$ cat config.mk
export PLATFORM = sky130hd
export DESIGN_NAME = apd_top
export DESIGN_NICKNAME = d
export VERILOG_FILES = /design/src/hdl/apd_pkg.sv /design/src/hdl/apd_acquire.sv /design/src/hdl/apd_top.sv
export VERILOG_INCLUDE_DIRS = /design/src /design/src/hdl
export SDC_FILE = /design/constraint.sdc
export NUM_CORES = 2
export LEC_CHECK = 0
export BUFFER_PORTS_ARGS = -buffer_cell sky130_fd_sc_hd__buf_2
export CORE_MARGIN = 2
export CORE_UTILIZATION = 63
export CTS_CLUSTER_SIZE = 12
export DETAILED_ROUTE_END_ITERATION = 7
export PLACE_DENSITY = 0.81
export SYNTH_ARGS = -nofsm -noshare
export SYNTH_HDL_FRONTEND = slang
export SYNTH_SLANG_ARGS = --single-unit
$ cat constraint.sdc
create_clock -name aclk -period 7 [get_ports aclk]
set_input_delay 0.7 -clock aclk [delete_from_list [all_inputs] [get_ports aclk]]
set_output_delay 0.7 -clock aclk [all_outputs]
set_load 0.02 [all_outputs]
$ cat src/hdl/apd_cfg.svh
// register offsets, field positions and reset values of the position block
`ifndef APD_CFG_SVH
`define APD_CFG_SVH

`define APD_OFS_CTRL_WORD 8'h00
`define APD_OFS_COMMAND 8'h04
`define APD_OFS_STATUS 8'h08
`define APD_OFS_PPR 8'h0C
`define APD_OFS_TURNS 8'h10
`define APD_OFS_INIT_PULSES 8'h14
`define APD_OFS_ABS_POS 8'h18
`define APD_OFS_FB_POS 8'h1C
`define APD_OFS_MON1 8'h20
`define APD_OFS_MON2 8'h24
`define APD_OFS_MON3 8'h28

`define APD_MON1_LSB 16
`define APD_MON2_LSB 20
`define APD_MON3_LSB 24
`define APD_MON_W 4
`define APD_RSVD_MASK 32'hF000_0000
`define APD_CTRL_WORD_RST 32'h0000_0000
`define APD_PPR_RST 24'h000400

`define APD_CMD_INIT_BIT 0
`define APD_CMD_ERST_BIT 1
`define APD_STAT_VALID_BIT 0
`define APD_STAT_BUSY_BIT 1

`define APD_RESP_OKAY 2'h0
`define APD_RESP_SLVERR 2'h2

`endif

$ cat src/hdl/apd_pkg.sv
// types shared by the position block and its acquisition engine
package apd_pkg;

  typedef enum logic [0:0] {
    APD_ACQ_IDLE = 1'b0,
    APD_ACQ_WAIT = 1'b1
  } apd_acq_state_t;

  typedef enum logic [3:0] {
    APD_MON_ABS_POS = 4'h0,
    APD_MON_FB_POS = 4'h1,
    APD_MON_TURNS = 4'h2,
    APD_MON_INIT_PULSES = 4'h3
  } apd_mon_sel_t;

  typedef logic [1:0] apd_resp_t;

endpackage

$ cat src/hdl/apd_acquire.sv
// encoder acquisition engine: fetches rotation count and initial pulses
`timescale 1ns/1ps
module apd_acquire #(
  parameter int TURN_W = 16,
  parameter int PULSE_W = 24
) (
  input wire logic aclk,
  input wire logic aresetn,
  input wire logic start,
  output logic busy,
  output logic done,
  output logic [TURN_W-1:0] turns,
  output logic [PULSE_W-1:0] init_pulses,
  output logic enc_req,
  input wire logic enc_ack,
  input wire logic [TURN_W-1:0] enc_turns,
  input wire logic [PULSE_W-1:0] enc_pulses
);
  import apd_pkg::*;

  typedef struct packed {
    apd_acq_state_t st;
    logic done;
    logic [TURN_W-1:0] turns;
    logic [PULSE_W-1:0] pulses;
  } apd_acq_t;

  apd_acq_t s_q;
  apd_acq_t s_d;

  // =========================================
  // sequencing
  always_comb begin
    s_d = s_q;
    s_d.done = 1'b0;
    unique case (s_q.st)
      APD_ACQ_IDLE: begin
        if (start) begin
          s_d.st = APD_ACQ_WAIT;
        end
      end
      APD_ACQ_WAIT: begin
        // battery-kept values are taken as the encoder holds them now
        if (enc_ack) begin
          s_d.turns = enc_turns;
          s_d.pulses = enc_pulses;
          s_d.done = 1'b1;
          s_d.st = APD_ACQ_IDLE;
        end
      end
    endcase
  end

  always_ff @(posedge aclk) begin
    if (!aresetn) begin
      s_q <= '0;
    end else begin
      s_q <= s_d;
    end
  end

  assign busy = (s_q.st == APD_ACQ_WAIT);
  assign enc_req = (s_q.st == APD_ACQ_WAIT);
  assign done = s_q.done;
  assign turns = s_q.turns;
  assign init_pulses = s_q.pulses;

endmodule

$ cat src/hdl/apd_top.sv
// absolute position detection block with an AXI4-Lite register slave
//
// Local design decisions: the register offsets and the AXI4-Lite register port.
`timescale 1ns/1ps
`include "apd_cfg.svh"
module apd_top #(
  parameter int ADDR_W = 8,
  parameter int TURN_W = 16,
  parameter int PULSE_W = 24
) (
  input wire logic aclk,
  input wire logic aresetn,
  input wire logic [ADDR_W-1:0] s_axi_awaddr,
  input wire logic s_axi_awvalid,
  output logic s_axi_awready,
  input wire logic [31:0] s_axi_wdata,
  input wire logic [3:0] s_axi_wstrb,
  input wire logic s_axi_wvalid,
  output logic s_axi_wready,
  output apd_pkg::apd_resp_t s_axi_bresp,
  output logic s_axi_bvalid,
  input wire logic s_axi_bready,
  input wire logic [ADDR_W-1:0] s_axi_araddr,
  input wire logic s_axi_arvalid,
  output logic s_axi_arready,
  output logic [31:0] s_axi_rdata,
  output apd_pkg::apd_resp_t s_axi_rresp,
  output logic s_axi_rvalid,
  input wire logic s_axi_rready,
  output logic enc_req,
  input wire logic enc_ack,
  input wire logic [TURN_W-1:0] enc_turns,
  input wire logic [PULSE_W-1:0] enc_pulses,
  output logic enc_clear,
  input wire logic inc_step,
  input wire logic inc_dir,
  output logic [3:0] monitor_select_first,
  output logic [3:0] monitor_select_second,
  output logic [3:0] monitor_select_third,
  output logic position_valid,
  output logic [31:0] absolute_position,
  output logic [31:0] feedback_coordinate_position
);
  import apd_pkg::*;

  // =========================================
  // parameter checks
  if (ADDR_W < 6 || ADDR_W > 32) begin : g_bad_addr
    $error("ADDR_W must lie between 6 and 32");
  end
  if (TURN_W < 1 || TURN_W > 32 || PULSE_W < 1 || PULSE_W > 32) begin : g_bad_w
    $error("TURN_W and PULSE_W must lie between 1 and 32");
  end

  typedef struct packed {
    logic aw_have;
    logic [ADDR_W-1:0] aw_addr;
    logic w_have;
    logic [31:0] w_data;
    logic [3:0] w_strb;
    logic bvalid;
    apd_resp_t bresp;
    logic rvalid;
    logic [31:0] rdata;
    apd_resp_t rresp;
    logic [31:0] ctrl_word;
    logic [PULSE_W-1:0] ppr;
    logic acq_start;
    logic enc_clear;
    logic valid;
    logic [TURN_W-1:0] turns;
    logic [PULSE_W-1:0] po;
    logic [31:0] moved;
    logic [31:0] abs_pos;
    logic [31:0] fb_pos;
  } apd_state_t;

  apd_state_t s_q;
  apd_state_t s_d;

  logic acq_busy;
  logic acq_done;
  logic [TURN_W-1:0] acq_turns;
  logic [PULSE_W-1:0] acq_po;

  // =========================================
  // functions
  function automatic logic addr_mapped(input logic [ADDR_W-1:0] a);
    logic [7:0] o;
    o = a[7:0];
    addr_mapped = (a[1:0] == 2'h0) && (a[ADDR_W-1:2] <= (ADDR_W-2)'(10))
      && (o <= `APD_OFS_MON3);
  endfunction

  function automatic logic [31:0] merge_strb(input logic [31:0] old,
      input logic [31:0] nw, input logic [3:0] strb);
    merge_strb = old;
    for (int i = 0; i < 4; i++) begin
      if (strb[i]) begin
        merge_strb[i*8 +: 8] = nw[i*8 +: 8];
      end
    end
  endfunction

  function automatic logic [31:0] mon_value(input logic [3:0] sel,
      input apd_state_t s);
    mon_value = 32'h0000_0000;
    if (s.valid) begin
      unique case (sel)
        APD_MON_ABS_POS: mon_value = s.abs_pos;
        APD_MON_FB_POS: mon_value = s.fb_pos;
        APD_MON_TURNS: mon_value = 32'(signed'(s.turns));
        APD_MON_INIT_PULSES: mon_value = 32'(s.po);
        default: mon_value = 32'h0000_0000;
      endcase
    end
  endfunction

  function automatic logic [3:0] mon_field(input logic [31:0] w,
      input int idx);
    unique case (idx)
      0: mon_field = w[`APD_MON1_LSB +: `APD_MON_W];
      1: mon_field = w[`APD_MON2_LSB +: `APD_MON_W];
      default: mon_field = w[`APD_MON3_LSB +: `APD_MON_W];
    endcase
  endfunction

  // =========================================
  // acquisition engine
  apd_acquire #(
    .TURN_W(TURN_W),
    .PULSE_W(PULSE_W)
  ) u_acquire (
    .aclk(aclk),
    .aresetn(aresetn),
    .start(s_q.acq_start),
    .busy(acq_busy),
    .done(acq_done),
    .turns(acq_turns),
    .init_pulses(acq_po),
    .enc_req(enc_req),
    .enc_ack(enc_ack),
    .enc_turns(enc_turns),
    .enc_pulses(enc_pulses)
  );

  // =========================================
  // next state
  logic aw_now;
  logic w_now;
  logic do_write;
  logic [ADDR_W-1:0] wa;
  logic [31:0] wd;
  logic [3:0] ws;
  logic [7:0] wo;
  logic [7:0] ro;
  logic [63:0] prod;
  logic [31:0] mons [3];
  logic init_wr;
  logic eng_busy;

  always_comb begin
    s_d = s_q;
    s_d.acq_start = 1'b0;
    s_d.enc_clear = 1'b0;
    init_wr = 1'b0;
    // a pending start or a finishing capture still counts as busy
    eng_busy = acq_busy || s_q.acq_start || acq_done;
    for (int i = 0; i < 3; i++) begin
      mons[i] = mon_value(mon_field(s_q.ctrl_word, i), s_q);
    end

    // write channel: address and data in either order
    aw_now = s_q.aw_have || (s_axi_awvalid && s_axi_awready);
    w_now = s_q.w_have || (s_axi_wvalid && s_axi_wready);
    wa = s_q.aw_have ? s_q.aw_addr : s_axi_awaddr;
    wd = s_q.w_have ? s_q.w_data : s_axi_wdata;
    ws = s_q.w_have ? s_q.w_strb : s_axi_wstrb;
    wo = wa[7:0];
    do_write = aw_now && w_now && !s_q.bvalid;
    if (s_axi_awvalid && s_axi_awready) begin
      s_d.aw_have = 1'b1;
      s_d.aw_addr = s_axi_awaddr;
    end
    if (s_axi_wvalid && s_axi_wready) begin
      s_d.w_have = 1'b1;
      s_d.w_data = s_axi_wdata;
      s_d.w_strb = s_axi_wstrb;
    end
    if (s_q.bvalid && s_axi_bready) begin
      s_d.bvalid = 1'b0;
    end
    if (do_write) begin
      s_d.aw_have = 1'b0;
      s_d.w_have = 1'b0;
      s_d.bvalid = 1'b1;
      s_d.bresp = `APD_RESP_OKAY;
      if (!addr_mapped(wa)) begin
        s_d.bresp = `APD_RESP_SLVERR;
      end else if (wo == `APD_OFS_CTRL_WORD) begin
        // reserved bits are kept at zero whatever is written
        s_d.ctrl_word = merge_strb(s_q.ctrl_word, wd, ws)
          & ~`APD_RSVD_MASK;
      end else if (wo == `APD_OFS_PPR) begin
        s_d.ppr = PULSE_W'(merge_strb(32'(s_q.ppr), wd, ws));
      end else if (wo == `APD_OFS_COMMAND && ws[0]) begin
        if (wd[`APD_CMD_INIT_BIT] && !eng_busy) begin
          init_wr = 1'b1;
        end
        if (wd[`APD_CMD_ERST_BIT] && !eng_busy) begin
          s_d.turns = '0;
          s_d.enc_clear = 1'b1;
        end
      end
    end

    // read channel
    if (s_q.rvalid && s_axi_rready) begin
      s_d.rvalid = 1'b0;
    end
    if (s_axi_arvalid && s_axi_arready) begin
      ro = s_axi_araddr[7:0];
      s_d.rvalid = 1'b1;
      s_d.rresp = `APD_RESP_OKAY;
      s_d.rdata = 32'h0000_0000;
      if (!addr_mapped(s_axi_araddr)) begin
        s_d.rresp = `APD_RESP_SLVERR;
      end else begin
        unique case (ro)
          `APD_OFS_CTRL_WORD: s_d.rdata = s_q.ctrl_word;
          `APD_OFS_STATUS: begin
            s_d.rdata[`APD_STAT_VALID_BIT] = s_q.valid;
            s_d.rdata[`APD_STAT_BUSY_BIT] = eng_busy;
          end
          `APD_OFS_PPR: s_d.rdata = 32'(s_q.ppr);
          `APD_OFS_TURNS,
          `APD_OFS_INIT_PULSES,
          `APD_OFS_ABS_POS,
          `APD_OFS_FB_POS: begin
            if (s_q.valid) begin
              unique case (ro)
                `APD_OFS_TURNS: s_d.rdata = 32'(signed'(s_q.turns));
                `APD_OFS_INIT_PULSES: s_d.rdata = 32'(s_q.po);
                `APD_OFS_ABS_POS: s_d.rdata = s_q.abs_pos;
                default: s_d.rdata = s_q.fb_pos;
              endcase
            end
          end
          `APD_OFS_MON1: s_d.rdata = mons[0];
          `APD_OFS_MON2: s_d.rdata = mons[1];
          `APD_OFS_MON3: s_d.rdata = mons[2];
          default: s_d.rdata = 32'h0000_0000;
        endcase
      end
    end else begin
      ro = 8'h00;
    end

    // sensor initialisation: data marked invalid until capture ends
    if (init_wr) begin
      s_d.acq_start = 1'b1;
      s_d.valid = 1'b0;
    end
    if (acq_done) begin
      s_d.turns = acq_turns;
      s_d.po = acq_po;
      s_d.moved = 32'h0000_0000;
      s_d.valid = 1'b1;
    end else if (inc_step) begin
      s_d.moved = inc_dir ? s_q.moved - 32'h0000_0001
                          : s_q.moved + 32'h0000_0001;
    end

    // position arithmetic
    prod = 64'(signed'(s_q.turns)) * 64'(s_q.ppr);
    s_d.abs_pos = prod[31:0] + 32'(s_q.po);
    s_d.fb_pos = s_q.abs_pos + s_q.moved;
  end

  // =========================================
  // state register
  always_ff @(posedge aclk) begin
    if (!aresetn) begin
      s_q <= '0;
      s_q.ctrl_word <= `APD_CTRL_WORD_RST;
      s_q.ppr <= PULSE_W'(`APD_PPR_RST);
    end else begin
      s_q <= s_d;
    end
  end

  // =========================================
  // outputs
  assign s_axi_awready = !s_q.aw_have && !s_q.bvalid;
  assign s_axi_wready = !s_q.w_have && !s_q.bvalid;
  assign s_axi_bvalid = s_q.bvalid;
  assign s_axi_bresp = s_q.bresp;
  assign s_axi_arready = !s_q.rvalid;
  assign s_axi_rvalid = s_q.rvalid;
  assign s_axi_rdata = s_q.rdata;
  assign s_axi_rresp = s_q.rresp;
  assign enc_clear = s_q.enc_clear;
  assign monitor_select_first = mon_field(s_q.ctrl_word, 0);
  assign monitor_select_second = mon_field(s_q.ctrl_word, 1);
  assign monitor_select_third = mon_field(s_q.ctrl_word, 2);
  assign position_valid = s_q.valid;
  assign absolute_position = s_q.valid ? s_q.abs_pos : 32'h0000_0000;
  assign feedback_coordinate_position =
    s_q.valid ? s_q.fb_pos : 32'h0000_0000;

endmodule

## Word-level counts from Yosys, hierarchy flattened

Cells that the tools add are included.

| word-level totals | value |
|---|---|
| flip-flop bits (word level) | 313 |
| input bits | 102 |
| word-level logic and storage cells | 161 |

| cells by class | value |
|---|---|
| add/sub/neg operators | 4 |
| $mul | 1 |
| order comparisons | 4 |
| equality and inequality tests | 22 |
| muxes and demuxes | 42 |
| bitwise gates (word level) | 6 |
| reduce and logical (&&, ||, !) cells | 53 |

Operators with widths:

| operator | count |
|---|---|
| $pmux 32 s4 | 3 |
| $mux 32 | 8 |
| $pmux 30 s6 | 1 |
| $mux 16 | 6 |
| $pmux 32 s3 | 1 |
| $mux 42 | 1 |
| $mux 41 | 1 |
| $mux 35 | 1 |
| $add 32x1->32 const B | 1 |
| $add 32x24->32 | 1 |
| $add 32x32->32 | 1 |
| $eq 8x5->1 const B | 4 |
| $mul 16x25->32 | 1 |
| $sub 32x1->32 const B | 1 |
| $mux 28 | 1 |
| $eq 4x2->1 const B | 6 |
| $eq 8x4->1 const B | 3 |
| $eq 8x6->1 const B | 3 |
| $le 8x6->1 const B | 2 |
| $logic_and 1x1->1 | 16 |
| $logic_not 8->1 | 2 |
| $reduce_and 4->1 | 4 |
| $reduce_and 5->1 | 3 |
| $pmux 2 s7 | 1 |
| 21 further kinds | 60 |

## Logic depth before layout (Yosys ltp)

| depth | value |
|---|---|
| depth after elaboration | 12 |
| depth in mapped cells | 24 |

## Modules after synthesis

From an unflattened synthesis, not the netlist that was laid out.

| second synthesis, totals | value |
|---|---|
| cells, all modules | 3447 |
| area, all modules | 29615.9 um2 |

By module, submodules not included:

| module | times used | cells each | area each (um2) | sequential area each (um2) |
|---|---|---|---|---|
| apd_top | 1 | 3256 | 27799.2 | 5385.2 |
| apd_acquire | 1 | 191 | 1816.7 | 840.8 |

## Least setup slack after synthesis

No wires, ideal clock.

| timing | value |
|---|---|
| kind | reg2reg |
| start point | register s_q[127] (netlist name) |
| end point | register s_q[61] (netlist name) |
| arrival time | 5989 ps |
| path slack | 940 ps |
| stages on the path, launching flop included | 25 |
| path through | dfxtp_1 clkbuf_1 clkbuf_1 nand2_1 fa_1 inv_1 fa_1 inv_1 fa_1 inv_1 fa_1 fa_1 inv_1 fa_1 inv_1 ha_1 a21o_1 a21oi_1 o21ai_0 a221oi_1 a21boi_0 nor3b_1 nor2_1 a221oi_1 mux2i_1 |

| between the ends | value |
|---|---|
| cells in the longest elaborated chain, start to end | 2 |

Ends and longest elaborated chain:

| what | line | RTL |
|---|---|---|
| from (decl) | apd_top.sv:78 | `apd_state_t s_q;` |
| $mul 16x25->32 | apd_top.sv:275 | `prod = 64'(signed'(s_q.turns)) * 64'(s_q.ppr);` |
| $add 32x24->32 | apd_top.sv:276 | `s_d.abs_pos = prod[31:0] + 32'(s_q.po);` |

No other way between the ends.
A chain may end at the register's enable or synchronous reset.

## Final worst setup path

| timing | value |
|---|---|
| start point | register s_q[146] (netlist name) |
| end point | register s_q[61] (netlist name) |

The elaborated chain is that of the path after synthesis.

==> reports/metrics.yaml <==
global_routing:
  grt_antenna_before_repair: 7
  globalRouteOverflowTotal: 0
  wire_length_of_the_first_global_routing_pass_um: 149000
  grt_pass1_vias: 26692
  grtUsageTotal_pct: 40.71
  grt_start_max_net_pins: 85
logic_synthesis:
  ys_types: 77
  synth-seq-area-share_pct: 21.54
  yosysMostFrequentCell: "sky130_fd_sc_hd__inv_1"
  yosysWarnings: 0
  number_of_synthesized_flops_with_an_enable_pin: 0
  synth_area_leaders: "sky130_fd_sc_hd__dfxtp_1 (22%), sky130_fd_sc_hd__fa_1 (21%), sky130_fd_sc_hd__ha_1 (7.0%)"
  synthesis.area_sq_mm: 0.02891
  syn_area_cell_sq_um: 8.570
  synth-main-ff-cell: "sky130_fd_sc_hd__dfxtp_1"
  synth.ff_latch_count: 311
  proportion_of_netlist_area_held_by_the_largest_area_contributor_pct: 21.54
  netlist.top_cell.by_area: "sky130_fd_sc_hd__dfxtp_1"
  synthTopCellsByCount: "sky130_fd_sc_hd__inv_1 (385), sky130_fd_sc_hd__nand2_1 (380), sky130_fd_sc_hd__dfxtp_1 (311), sky130_fd_sc_hd__fa_1 (307), sky130_fd_sc_hd__nor2_1 (247)"
  async_reset_ff_share_pct: 0
  mapped_cells: 3373
floorplan:
  ioPinCount: 222
  die_height_um: 218.2
  initial_utilization_pct: 63.70
  core_area_sq_mm: 0.04538
  rows: 78
  die_area_sq_mm: 0.04761
  chipWidth_um: 218.2
timing:
  fmax_mhz: 149.5
  finalCritPeriodShare_pct: 95.56
  setup_viol: 0
  timing.final.max_slew_violations: 0
  finalClockSkew_ps: 24.21
  worst_slew_margin_pct: 20.56
  final.setup.tns_ps: 0
  unrepaired_setup_endpoints_after_global_routing: "no"
  timing_hold_violations_final: 0
  timing_worst_slew_pin_value_ps: 1192
  finalCriticalPeriod_ps: 6689
pwr:
  switching_share_pct: 29.03
  seq_pwr_share_pct: 44.4
  p_clk_share_pct: 41.2
  ratio_of_total_power_to_cell_area_mw_per_mm2: 137.6
  power.net_switching_uw: 1256
  ir_worst_vdd_mv: 0.1698
  p_int_uw: 3072
  power_frac_comb_pct: 14.4
  leakagePower_uw: 0.01431
outcome:
  run_status: "finished, violations left"
  failed_checks: "DRC"
placed_design:
  portBuffers: 215
  globalplace.congestion: 1.008
  dp.final_hpwl_um: 73950
setup_path:
  timing.setup.critical_path_class: "flop to flop"
  timing.critical_path.slowest_cell_delay_ps: 580
  crit_arrival_ps: 7190
  crit_fanout: 15
  path_delay_family: "adder cells"
  worstPathRequired_ps: 7500
  worst_setup_start_kind: "flop"
  critical_path.cell_chain: "buf_4 -> and2_1 -> fa_1 -> inv_1 -> fa_1 -> fa_1 -> inv_1 -> fa_1 -> fa_1 -> inv_1 -> fa_1 -> inv_1 -> ha_1 -> a21o_1 -> a21oi_1 -> o21ai_0 -> a221oi_1 -> buf_4 -> a21boi_0 -> buf_4 -> nor3b_1 -> nor2_1 -> a221oi_1 -> mux2i_1"
  worst_setup_path_end_kind: "flop"
  critPathMostFrequentCell: "sky130_fd_sc_hd__fa_1"
  timing.critical_path.buf_inv: 7
  critical_path.slowest_cell: "sky130_fd_sc_hd__dfxtp_1"
clocking:
  cts-root-buf: "sky130_fd_sc_hd__clkbuf_16"
  clock_latency_ps: 590
  post_cts_resized: 0
  cts.repair_timing.setup_buffer_count: 0
  cts.sinks: 311
  cts_inserted_buffers: 35
  post_cts_hold_buffer_count: 0
  cts_tree: "built"
  path_clk_slew_ps: 60
  ctsHtreeMaxLevel: 2
  max-clock-path-buffers: 3
route:
  remaining_drc_errors: 14
  wirelength_um: 95460
  post_drt_wl_per_cell_um: 23.32
  drt_first_iter_violations: 2877
  ant_nets: 0
  detailroute.via_count: 26020
  route.detailed.vias_per_inst: 6.356
  detailedRoute.firstPassIterationCount: 8
layout:
  core_utilization_of_the_finished_layout_pct: 69.34
  finalNetCount: 4043
  area_delta_synth_final_pct: 8.852
  fillerInstances: 3547
  proportion_of_layout_cells_with_a_drive_suffix_above_1_pct: 12.34
worst_hold_path:
  hold_path_class: "input port to flop"
job:
  drv_cap: 0
-- cell families after synthesis --
kind of cell / Yosys count / synth area share (%)
AOI/OAI and AO/OA: 693 / 16.30
xor gates and xnor gates: 79 / 2.394
adders and majority gates: 469 / 28.27
buffers and inverters: 643 / 9.046
DFF: 311 / 21.54
muxes: 118 / 4.705
other: 1 / 0.01297
and+or+nand+nor: 1059 / 17.73
-- layer usage --
metal / wire, um / GRT usage, % / vias to the layer above / share of wire, %
met4: 7534 / 27.55 / 4 / 7.9
met5: 24 / 0 / - / 0.025
met1: 34630 / 49.66 / 12607 / 36
li1: - / - / 11407 / -
met3: 11040 / 11.04 / 459 / 12
met2: 42240 / 63.13 / 1543 / 44
-- registers in the layout, summed over array words and instances (netlist names) --
register               count
s_q                      219
s_axi_rdata               32
u_acquire.init_pulses     24
u_acquire.turns           16
monitor_select_first       4
monitor_select_second      4
monitor_select_third       4
enc_clear                  1
position_valid             1
s_axi_bresp                1
s_axi_bvalid               1
s_axi_rresp                1
s_axi_rvalid               1
u_acquire.busy             1
u_acquire.done             1
-- layout by cell type, fill, tap and decap left out, types with 14 or more instances in the layout --
| cell type | count |
|---|---|
| sky130_fd_sc_hd__inv_1 | 384 |
| sky130_fd_sc_hd__nand2_1 | 380 |
| sky130_fd_sc_hd__dfxtp_1 | 308 |
| sky130_fd_sc_hd__fa_1 | 307 |
| sky130_fd_sc_hd__nor2_1 | 247 |
| sky130_fd_sc_hd__and2_1 | 240 |
| sky130_fd_sc_hd__buf_2 | 215 |
| sky130_fd_sc_hd__a21oi_1 | 196 |
| sky130_fd_sc_hd__ha_1 | 162 |
| sky130_fd_sc_hd__buf_4 | 102 |
| sky130_fd_sc_hd__mux2i_1 | 92 |
| sky130_fd_sc_hd__a211oi_1 | 81 |
| sky130_fd_sc_hd__a22oi_1 | 72 |
| sky130_fd_sc_hd__o21ai_0 | 66 |
| sky130_fd_sc_hd__a22o_1 | 61 |
| sky130_fd_sc_hd__xnor2_1 | 50 |
| sky130_fd_sc_hd__a21o_1 | 42 |
| sky130_fd_sc_hd__clkbuf_16 | 35 |
| sky130_fd_sc_hd__nand2b_1 | 31 |
| sky130_fd_sc_hd__xor2_1 | 29 |
| sky130_fd_sc_hd__a221oi_1 | 28 |
| sky130_fd_sc_hd__nor3_1 | 27 |
| sky130_fd_sc_hd__nand3_1 | 27 |
| sky130_fd_sc_hd__a31oi_1 | 21 |
| sky130_fd_sc_hd__a222oi_1 | 21 |
| sky130_fd_sc_hd__and3_1 | 14 |
-- through the flow --
step	hold slack (ps)	instance area, sq um	std cells	setup WS (ps)	total power (uW)
global placement	437.6	30410	4035	562.3	2534
detailed placement	443.0	30410	4035	425.1	2566
CTS	319.7	31460	4092	348.5	4319
floorplan	426.3	28910	3374	939.6	2388
finish	324.3	31470	4094	310.6	4328
global route	316.6	31460	4093	14.68	4470
-- worst paths after layout --
path,from,endpoint,slack (ps),cells past startpoint
max,s_q[146]$_SDFFE_PN0P_,s_q[61]$_SDFF_PN0_,310,24
min,enc_pulses[19],u_acquire.init_pulses[19]$_SDFFE_PN0P_,320,2
max reg2reg,s_q[146]$_SDFFE_PN0P_,s_q[61]$_SDFF_PN0_,310,24
min reg2reg,s_q[238]$_SDFFE_PN0P_,s_q[238]$_SDFFE_PN0P_,450,2
-- power groups by stage --
stage          logic [uW]  clock network (uW)  registers [uW]
5_1_grt               690                1850            1920
3_5_place_dp          612                   0            1950
3_3_place_gp          585                   0            1950
6_report              625                1780            1920
4_1_cts               615                1790            1920
2_1_floorplan         472                   0            1920
-- layout make-up --
class / count / area, sq um / share of cell area, %
Antenna cell: 2 / 5.005 / 0.01591
Clock buffer: 46 / 927.1 / 2.947
Clock inverter: 11 / 126.4 / 0.4016
Inverter: 386 / 1454 / 4.621
Multi-Input combinational cell: 2420 / 20110 / 63.91
Sequential cell: 311 / 6230 / 19.80
Tap cell: 600 / 750.7 / 2.386
Timing Repair Buffer: 318 / 1862 / 5.917
Note: power is estimated with default switching activity, not from simulation.
